<file path="src/common/dcr_pkg.sv">
package dcr_pkg;
    // crc generator x^8+x^5+x^3+x^2+x+1, low terms only
    localparam logic [7:0] DCR_CRC_POLY  = 8'h2F;
    localparam logic [7:0] DCR_CRC_SEED  = 8'hFF;
    // opcodes and the global address
    localparam logic [3:0] DCR_OP_READ   = 4'h0;
    localparam logic [3:0] DCR_OP_WRITE  = 4'h8;
    localparam logic [3:0] DCR_OP_COLLECT = 4'hB;
    localparam logic [3:0] DCR_GLOBAL    = 4'h0;
    // command field positions inside the 32-bit frame
    localparam int DCR_ADDR_MSB  = 31;
    localparam int DCR_OP_MSB    = 27;
    localparam int DCR_EXT_MSB   = 23;
    localparam int DCR_REG_MSB   = 15;
    localparam int DCR_CRC_MSB   = 7;
    // frame sizes
    localparam int DCR_FRAME_BITS = 32;
    localparam int DCR_MSG_BITS   = 24;
    localparam int DCR_NIBBLES    = 8;
    localparam logic [5:0] DCR_MSG_LAST = 6'h17;
    localparam logic [5:0] DCR_CRC_LAST = 6'h1F;
    localparam logic [2:0] DCR_NIB_LAST = 3'h7;
    localparam logic [1:0] DCR_CHIP_LAST = 2'h2;
    // chip time
    localparam int DCR_CLK_MHZ     = 25;
    localparam int DCR_CHIP_NS     = 2000;
    localparam int DCR_CHIP_CYC    = (DCR_CHIP_NS * DCR_CLK_MHZ) / 1000;
    // node reset value and node byte register address
    localparam logic [3:0] DCR_NODE_RST  = 4'h0;
    localparam logic [7:0] DCR_NODE_BYTE = 8'h08;
    // chip level codes and response fifo size
    localparam logic [1:0] DCR_LVL_Q  = 2'h0;
    localparam logic [1:0] DCR_LVL_1  = 2'h1;
    localparam logic [1:0] DCR_LVL_2  = 2'h2;
    localparam int DCR_FIFO_W = 32;
    localparam int DCR_FIFO_D = 8;

    typedef enum logic [2:0] {
        DCR_IDLE, DCR_RECV, DCR_CHECK, DCR_ACCESS, DCR_TXCRC, DCR_PUSH
    } dcr_state_t;
endpackage

</file>
<file path="src/logic/dcr_fifo.sv">
`timescale 1ns/1ps
module dcr_fifo #(
    parameter int WIDTH = 32,
    parameter int DEPTH = 8
) (
    // clock and reset
    input  wire logic             clk,
    input  wire logic             rst_n,
    // fill side
    input  wire logic             in_valid,
    output logic                  in_ready,
    input  wire logic [WIDTH-1:0] in_data,
    // drain side
    output logic                  out_valid,
    input  wire logic             out_ready,
    output logic [WIDTH-1:0]      out_data
);
    localparam int AW = $clog2(DEPTH);
    typedef struct packed {
        logic [AW:0] wp;
        logic [AW:0] rp;
    } dcr_fifo_ptr_t;
    dcr_fifo_ptr_t    s_r, s_nxt;
    logic [WIDTH-1:0] mem [DEPTH];
    logic             push, pop;

    // full when pointers differ only in the wrap bit
    assign in_ready  = !((s_r.wp[AW] != s_r.rp[AW]) && (s_r.wp[AW-1:0] == s_r.rp[AW-1:0]));
    assign out_valid = s_r.wp != s_r.rp;
    assign out_data  = mem[s_r.rp[AW-1:0]];
    assign push      = in_valid && in_ready;
    assign pop       = out_valid && out_ready;

    always_comb begin
        s_nxt = s_r;
        if (push) begin
            s_nxt.wp = s_r.wp + 1'b1;
        end
        if (pop) begin
            s_nxt.rp = s_r.rp + 1'b1;
        end
    end

    always_ff @(posedge clk or negedge rst_n) begin
        if (!rst_n) begin
            s_r <= '0;
        end else begin
            s_r <= s_nxt;
        end
    end

    // storage has no reset, only its pointers
    always_ff @(posedge clk) begin
        if (push) begin
            mem[s_r.wp[AW-1:0]] <= in_data;
        end
    end
endmodule

</file>
<file path="src/logic/dcr_frames.sv">
// Contract
// - one master, one slave, register access
// - act only on own node address
// - crc over 32 command bits, msb first
// - bad crc: drop, no response
// - poly 0x2F, seed all ones
// - shift message and crc, zero passes
// - response crc over 32 bits msb first
// - append eight zeros, remainder is crc
// - response: address, opcode, two bytes, crc
// - response echoes received opcode
// - upper byte word+1, lower word+0
// - each nibble one three-chip symbol
// - codes 0,1,2 select current steps
// - fixed sixteen-entry symbol table
// - symbols start non-null, have transition
// - opcodes read 0, write 8, collect B
// - read to other address ignored
// - unreadable register reads as zero
// - global collect locks, switches, no response
`timescale 1ns/1ps
module dcr_frames
    import dcr_pkg::*;
(
    // clock and reset
    input  wire logic       clk,
    input  wire logic       rst_n,
    // decoded command bit stream from receiver
    input  wire logic       cmd_start,
    input  wire logic       cmd_bit_valid,
    input  wire logic       cmd_bit,
    // register file access
    output logic            reg_wr,
    output logic [7:0]      reg_addr,
    output logic [7:0]      reg_wdata,
    input  wire logic [7:0] reg_rdata,
    input  wire logic       reg_readable,
    input  wire logic       reg_writable,
    // node address and mode
    output logic [3:0]      node_address,
    output logic            init_done_lock,
    output logic            periodic_collection_mode,
    // response current drive
    output logic [1:0]      chip_level,
    output logic            resp_active
);
    import dcr_pkg::*;

    // nibble to chip table, three 2-bit codes per entry, first chip high
    function automatic logic [5:0] dcr_symbol(input logic [3:0] nib);
        case (nib)
            4'h0:    dcr_symbol = {DCR_LVL_1, DCR_LVL_1, DCR_LVL_Q};
            4'h1:    dcr_symbol = {DCR_LVL_2, DCR_LVL_1, DCR_LVL_1};
            4'h2:    dcr_symbol = {DCR_LVL_1, DCR_LVL_Q, DCR_LVL_2};
            4'h3:    dcr_symbol = {DCR_LVL_2, DCR_LVL_Q, DCR_LVL_2};
            4'h4:    dcr_symbol = {DCR_LVL_1, DCR_LVL_Q, DCR_LVL_Q};
            4'h5:    dcr_symbol = {DCR_LVL_2, DCR_LVL_1, DCR_LVL_2};
            4'h6:    dcr_symbol = {DCR_LVL_1, DCR_LVL_1, DCR_LVL_2};
            4'h7:    dcr_symbol = {DCR_LVL_2, DCR_LVL_Q, DCR_LVL_1};
            4'h8:    dcr_symbol = {DCR_LVL_2, DCR_LVL_2, DCR_LVL_Q};
            4'h9:    dcr_symbol = {DCR_LVL_2, DCR_LVL_1, DCR_LVL_Q};
            4'hA:    dcr_symbol = {DCR_LVL_1, DCR_LVL_2, DCR_LVL_2};
            4'hB:    dcr_symbol = {DCR_LVL_2, DCR_LVL_2, DCR_LVL_1};
            4'hC:    dcr_symbol = {DCR_LVL_1, DCR_LVL_2, DCR_LVL_Q};
            4'hD:    dcr_symbol = {DCR_LVL_2, DCR_LVL_Q, DCR_LVL_Q};
            4'hE:    dcr_symbol = {DCR_LVL_1, DCR_LVL_Q, DCR_LVL_1};
            default: dcr_symbol = {DCR_LVL_1, DCR_LVL_2, DCR_LVL_1};
        endcase
    endfunction

    // one serial crc step: bit shifts into the low end, shared by check and generate
    function automatic logic [7:0] dcr_crc_step(input logic [7:0] c, input logic b);
        dcr_crc_step = {c[6:0], b} ^ (c[7] ? DCR_CRC_POLY : 8'h00);
    endfunction

    typedef struct packed {
        dcr_state_t  fsm;
        logic [31:0] cmd;
        logic [5:0]  cnt;
        logic [7:0]  crc;
        logic [3:0]  node;
        logic        lock;
        logic        collect;
        logic [1:0]  phase;
        logic [7:0]  lo;
        logic [31:0] resp;
        logic        wr;
        logic        tx_busy;
        logic [31:0] tx_sh;
        logic [2:0]  tx_nib;
        logic [1:0]  tx_chip;
        logic [7:0]  tx_tmr;
        logic [1:0]  lvl;
    } dcr_frm_t;

    dcr_frm_t    s_r, s_nxt;
    logic        f_in_ready, f_out_valid, f_out_ready, f_push;
    logic [31:0] f_out_data;
    logic [3:0]  c_addr, c_op;
    logic [7:0]  c_reg, c_ext;
    logic        addr_hit, glob;
    logic [5:0]  sym;

    assign c_addr   = s_r.cmd[DCR_ADDR_MSB -: 4];
    assign c_op     = s_r.cmd[DCR_OP_MSB -: 4];
    assign c_ext    = s_r.cmd[DCR_EXT_MSB -: 8];
    assign c_reg    = s_r.cmd[DCR_REG_MSB -: 8];
    assign addr_hit = c_addr == s_r.node;
    assign glob     = c_addr == DCR_GLOBAL;
    assign f_push   = s_r.fsm == DCR_PUSH;
    assign f_out_ready = !s_r.tx_busy;

    // register byte fetch; node byte is held here, unreadable reads as zero
    function automatic logic [7:0] rd_byte(input logic [7:0] addr);
        if (addr == DCR_NODE_BYTE) begin
            rd_byte = {4'h0, s_r.node};
        end else begin
            rd_byte = reg_readable ? reg_rdata : 8'h00;
        end
    endfunction

    always_comb begin
        s_nxt    = s_r;
        s_nxt.wr = 1'b0;
        sym      = '0;
        // a new frame start restarts reception in every state except DCR_PUSH
        if (cmd_start && s_r.fsm != DCR_PUSH) begin
            s_nxt.fsm = DCR_RECV;
            s_nxt.cnt = '0;
            s_nxt.crc = DCR_CRC_SEED;
        end else begin
            case (s_r.fsm)
                DCR_RECV: begin
                    if (cmd_bit_valid) begin
                        // message then received crc, msb first
                        s_nxt.cmd = {s_r.cmd[30:0], cmd_bit};
                        s_nxt.crc = dcr_crc_step(s_r.crc, cmd_bit);
                        s_nxt.cnt = s_r.cnt + 6'h01;
                        if (s_r.cnt == DCR_CRC_LAST) begin
                            s_nxt.fsm = DCR_CHECK;
                        end
                    end
                end
                DCR_CHECK: begin
                    s_nxt.fsm   = DCR_IDLE;
                    s_nxt.phase = '0;
                    if (s_r.crc != 8'h00) begin
                        s_nxt.fsm = DCR_IDLE;
                    end else if (c_op == DCR_OP_COLLECT && (addr_hit || glob)) begin
                        s_nxt.lock    = 1'b1;
                        s_nxt.collect = 1'b1;
                        // only an addressed, non-global request is answered
                        if (!glob) begin
                            s_nxt.fsm = DCR_ACCESS;
                        end
                    end else if (c_op == DCR_OP_READ && addr_hit && !glob) begin
                        s_nxt.fsm = DCR_ACCESS;
                    end else if (c_op == DCR_OP_WRITE &&
                                 ((addr_hit && !glob) || (glob && s_r.node == DCR_GLOBAL &&
                                  c_ext == DCR_NODE_BYTE))) begin
                        s_nxt.wr = (c_ext != DCR_NODE_BYTE) && !s_r.lock;
                        if (c_ext == DCR_NODE_BYTE) begin
                            s_nxt.node = c_reg[3:0];
                        end
                        s_nxt.fsm = DCR_ACCESS;
                    end
                    // reserved opcodes fall through to idle
                end
                DCR_ACCESS: begin
                    // phase 0 writes, phase 1 reads word+0, phase 2 reads word+1
                    s_nxt.phase = s_r.phase + 2'h1;
                    if (s_r.phase == 2'h1) begin
                        s_nxt.lo = (c_op == DCR_OP_COLLECT) ? 8'h00 : rd_byte(reg_addr);
                    end else if (s_r.phase == 2'h2) begin
                        s_nxt.resp = {s_r.node, c_op,
                                      (c_op == DCR_OP_COLLECT) ? 8'h00 : rd_byte(reg_addr),
                                      s_r.lo, 8'h00};
                        s_nxt.crc  = DCR_CRC_SEED;
                        s_nxt.cnt  = '0;
                        s_nxt.fsm  = DCR_TXCRC;
                    end
                end
                DCR_TXCRC: begin
                    // 24 message bits then eight zeros
                    s_nxt.crc = dcr_crc_step(s_r.crc, s_r.resp[DCR_CRC_LAST[4:0] - s_r.cnt[4:0]]);
                    s_nxt.cnt = s_r.cnt + 6'h01;
                    if (s_r.cnt == DCR_CRC_LAST) begin
                        s_nxt.fsm = DCR_PUSH;
                    end
                end
                DCR_PUSH: begin
                    s_nxt.resp[DCR_CRC_MSB:0] = s_r.crc;
                    if (f_in_ready) begin
                        s_nxt.fsm = DCR_IDLE;
                    end
                end
                default: s_nxt.fsm = DCR_IDLE;
            endcase
        end
        // symbol transmitter, msb nibble first
        if (!s_r.tx_busy) begin
            if (f_out_valid) begin
                s_nxt.tx_busy = 1'b1;
                s_nxt.tx_sh   = f_out_data;
                s_nxt.tx_nib  = '0;
                s_nxt.tx_chip = '0;
                s_nxt.tx_tmr  = '0;
            end
        end else begin
            s_nxt.tx_tmr = s_r.tx_tmr + 8'h01;
            if (s_r.tx_tmr == 8'(DCR_CHIP_CYC - 1)) begin
                s_nxt.tx_tmr  = '0;
                s_nxt.tx_chip = s_r.tx_chip + 2'h1;
                if (s_r.tx_chip == DCR_CHIP_LAST) begin
                    s_nxt.tx_chip = '0;
                    s_nxt.tx_sh   = {s_r.tx_sh[27:0], 4'h0};
                    s_nxt.tx_nib  = s_r.tx_nib + 3'h1;
                    if (s_r.tx_nib == DCR_NIB_LAST) begin
                        s_nxt.tx_busy = 1'b0;
                    end
                end
            end
        end
        // level taken from the next state so drive and resp_active switch together
        sym       = dcr_symbol(s_nxt.tx_sh[31:28]);
        s_nxt.lvl = s_nxt.tx_busy ? sym[5 - 2*s_nxt.tx_chip -: 2] : DCR_LVL_Q;
    end

    always_ff @(posedge clk or negedge rst_n) begin
        if (!rst_n) begin
            s_r      <= '0;
            s_r.fsm  <= DCR_IDLE;
            s_r.node <= DCR_NODE_RST;
        end else begin
            s_r <= s_nxt;
        end
    end

    // register port: byte address from the extended byte, then word+0 and word+1
    always_comb begin
        reg_addr = c_ext;
        if (s_r.fsm == DCR_ACCESS && s_r.phase != 2'h0) begin
            reg_addr = {c_ext[7:1], (s_r.phase == 2'h2)};
        end
    end
    assign reg_wr    = s_r.wr && reg_writable;
    assign reg_wdata = c_reg;

    assign node_address             = s_r.node;
    assign init_done_lock           = s_r.lock;
    assign periodic_collection_mode = s_r.collect;
    assign chip_level               = s_r.lvl;
    assign resp_active              = s_r.tx_busy;

    // responses wait here while the previous one is still on the wire
    dcr_fifo #(
        .WIDTH (DCR_FIFO_W),
        .DEPTH (DCR_FIFO_D)
    ) u_fifo (
        .clk       (clk),
        .rst_n     (rst_n),
        .in_valid  (f_push),
        .in_ready  (f_in_ready),
        .in_data   ({s_r.resp[31:8], s_r.crc}),
        .out_valid (f_out_valid),
        .out_ready (f_out_ready),
        .out_data  (f_out_data)
    );
endmodule

</file>
<file path="config.mk">
export PLATFORM = sky130hd
export DESIGN_NAME = dcr_frames
export DESIGN_NICKNAME = d
export VERILOG_FILES = /design/src/common/dcr_pkg.sv /design/src/logic/dcr_fifo.sv /design/src/logic/dcr_frames.sv
export SDC_FILE = /design/constraint.sdc
export NUM_CORES = 1
export LEC_CHECK = 0
export ABC_AREA = 1
export BUFFER_PORTS_ARGS = -buffer_cell sky130_fd_sc_hd__buf_2
export CAP_MARGIN = 20
export CORE_MARGIN = 2
export CORE_UTILIZATION = 55
export CTS_CLUSTER_DIAMETER = 80
export DETAILED_ROUTE_END_ITERATION = 8
export PLACE_DENSITY = 0.7
export SYNTH_ARGS = -nofsm -noshare
export SYNTH_HDL_FRONTEND = slang
export SYNTH_HIERARCHICAL = 1
export SYNTH_SLANG_ARGS = --single-unit
</file>
<file path="constraint.sdc">
create_clock -name clk -period 3.1 [get_ports clk]
set_input_delay 0.775 -clock clk [delete_from_list [all_inputs] [get_ports clk]]
set_output_delay 0.775 -clock clk [all_outputs]
set_load 0.02 [all_outputs]
</file>
==> summary.txt <==
Flow run
  – MaxCap Viol Count: 0

Routing
  – Vias/cell: 5.716
  – Metal-1 WL: 17,060 microns
  – Vias after detailed routing: 12,090
  – DRT Wirelength: 39,630 microns
  – Routed wl met3: 2707 microns
  – Top sig layer: met4
  – Metal2 WL: 18,480 microns
  – Routed WL per cell: 18.74 microns
  – Detail Route Antenna Nets: 0
  – DR iter-0 viols: 1,324
  – DRC viols: 0
  – First-pass DRT Iterations: 4

Timing
  – Tcrit/Tclk final: 87.79%
  – Post-route setup slack: 378.6 ps
  – RSZ-0062 raised after global routing: no
  – Min Hold Slack: 205.5 ps
  – Post-Route Setup TNS: 0 ps
  – Max Freq: 0.3675 GHz
  – Fin Clk Skew: 26.90 ps
  – Slew Limit Fails: 0
  – Post-layout min period: 2721 ps
  – Worst-margin pin slew: 828.0 ps
  – # setup viols final: 0
  – Final Hold Fails: 0
  – Worst relative slew slack: 44.80%

Critical path
  – Slowest cell on crit path: dfrtp_1
  – Startpoint Class: flip-flop
  – Slowest cell delay on critical path: 450 ps
  – Worst reg2reg startpoint: u_fifo/s_r[0]$_DFFE_PN0P_
  – Cells along the critical path: nor2_2 > nand2_1 > or2_1 > nand2_1 > o21a_1 > inv_1 > buf_2
  – Worst Setup SP: s_r[145]$_DFFE_PN0P_
  – Worst Path Required: 2320 ps
  – Worst EP arrival: 1950 ps
  – CP most frequent cell: nand2_1
  – Worst Path Max Fanout: 5
  – Crit path kind: flip-flop to output port
  – Crit. End Element: output port

Floorplan
  – Site row count: 65
  – Area of the die: 33,840 sq um
  – I/O pin cnt: 41
  – Core Area: 31,720 sq um
  – Initial Util: 56.15%
  – Die Wd: 184.0 microns
  – Die Y: 184.0 microns

Synthesis
  – Post-synthesis async set-or-reset flop share: 37.41%
  – Synth top area cells: edfxtp_1, dfrtp_1, nand2_1
  – Synth warn: 6
  – Commonest cells in the netlist: nand2_1, edfxtp_1, nor2_1, dfrtp_1, o21ai_0
  – Seq cells post-synth: 409
  – Unique masters post-synth: 52
  – Syn_area_per_cell: 10.67 sq um
  – Main synth FF type: edfxtp_1
  – EDFF count, synth: 256
  – Mapped Area: 17,810 sq um
  – Most common cell in the netlist: nand2_1
  – Largest area contributor in the netlist: edfxtp_1
  – Synthesized instance count: 1,669
  – Top cell type's share of synthesized area: 43.16%
  – Share of the yosys chip area belonging to registers: 64.66%
  – Syn Nets: 1,695

Cells and area
  – Share of cells above drive strength 1: 12.96%
  – ANT cells: 0
  – Nets@finish: 1,705
  – Layout area overhead: 10.59%
  – Register area: 11,520 sq um
  – Design area: 19,700 sq um
  – Layout Cells excl Fill: 2,115
  – Multi-input logic area: 5280 sq um
  – Final Core Density: 62.10%
  – Fillers: 2,468

CTS
  – TritonCTS Buffers: 42
  – Clock Pin Slew Worst Setup and Hold Paths: 60 ps
  – Clock Latency Late Sink: 550 ps
  – CTS tree: done
  – CTS Hold Bufs: 0
  – H-tree depth: 2
  – Postcts setup bufs: 0
  – CTS max path bufs: 3
  – Sink Count: 409
  – CTS resizes: 0
  – Root buf cell: clkbuf_16

GRT
  – GR Util All Layers: 24.10%
  – Total gr overflow: 0
  – Number of global-route vias before repair: 11,620
  – Largest net degree at the start of global routing: 81
  – Antenna violations before repair: 0
  – First-pass GRT wire length: 63,050 microns

Pwr
  – Leakage: 7.865 nW
  – PD cells: 937.3 nW/um^2
  – Overall Power: 18.46 mW
  – Maximum VDD drop: 607.3 uV

Placement
  – Hpwl dp: 23,850 microns
  – Port Buf Inserts: 40
  – Place WS: 419.3 ps
  – Placed Instance Area: 18,280 sq um
  – DP Cell Count: 2,037
  – Global placement routability congestion: 0.8918

Outcome
  – Status: completed

Min path
  – Worst Hold Class: input pin to async pin
==> cell type report <==
| class | instances | share of cell area [%] |
|---|---|---|
| clock buffers | 57 | 5.926 |
| clock inverters | 21 | 1.289 |
| inverters | 122 | 2.363 |
| multi-input cells | 1039 | 26.81 |
| flip-flops and latches | 409 | 58.49 |
| well taps | 402 | 2.554 |
| repair buffers | 65 | 2.573 |
==> worst paths after layout <==
path / depth (start not counted) / slack (ps) / to
max: 7 / 380 / reg_addr[0]
min: 1 / 210 / s_r[52]$_DFFE_PN0P_
max reg2reg: 15 / 410 / chip_level[0]$_DFF_PN0_
min reg2reg: 2 / 490 / s_r[114]$_DFFE_PN0P_
max in group asynchronous: 2 / 2080 / u_fifo/s_r[0]$_DFFE_PN0P_
min in group clk: 2 / 490 / s_r[114]$_DFFE_PN0P_
==> layer usage <==
metal	up-vias	track usage, %
li1	5748	-
met1	5804	33.01
met2	430	39.28
met3	107	3.863
met4	0	8.800
met5	-	0
==> cell families (layout without fill, tap and decap cells) <==
kind of cell | Yosys count | after routing | synth area share, %
AOI/OAI and AO/OA | 378 | 378 | 12.49
xor gates and xnor gates | 13 | 13 | 0.6393
adders and majority gates | 11 | 11 | 0.7727
buffers and inverters | 221 | 265 | 6.020
DFF | 409 | 409 | 64.66
muxes | 13 | 13 | 0.8009
and+or+nand+nor | 624 | 624 | 14.62
==> cells in the final DEF, fill, tap and decap left out, types with 39 or more instances in the layout <==
master / synthesis / routed
a21oi_1: 42 / 42
clkbuf_16: 0 / 42
o21ai_0: 150 / 150
dfrtp_1: 153 / 151
inv_1: 103 / 103
o21ai_1: 49 / 49
nor2_1: 190 / 183
o22ai_1: 77 / 77
nand3_1: 54 / 53
buf_2: 23 / 39
nand2_1: 334 / 334
edfxtp_1: 256 / 256
==> where the power goes <==
part           leakage [nW]  internal (mW)  total, mW  switching (mW)
combinational          2.90           1.79       5.51            3.72
clock                 0.686           3.00       5.06            2.06
sequential             4.28           6.97       7.89           0.920
==> flip-flops by register name (all words and copies together) (netlist names) <==
signal / cells
s_r: 113
node_address: 4
u_fifo/mem: 256
c_ext: 8
c_op: 4
reg_wdata: 8
u_fifo/s_r: 8
chip_level: 2
resp_active: 1
c_addr: 4
periodic_collection_mode: 1
==> worst max-delay path, delay by kind of cell (launching register included) <==
kind / cells / cell delay (ps)
flops: 1 / 450
compound gates: 1 / 150
buf+inv: 2 / 190
simple gates: 4 / 600
Power figures use the tool's default switching activity.
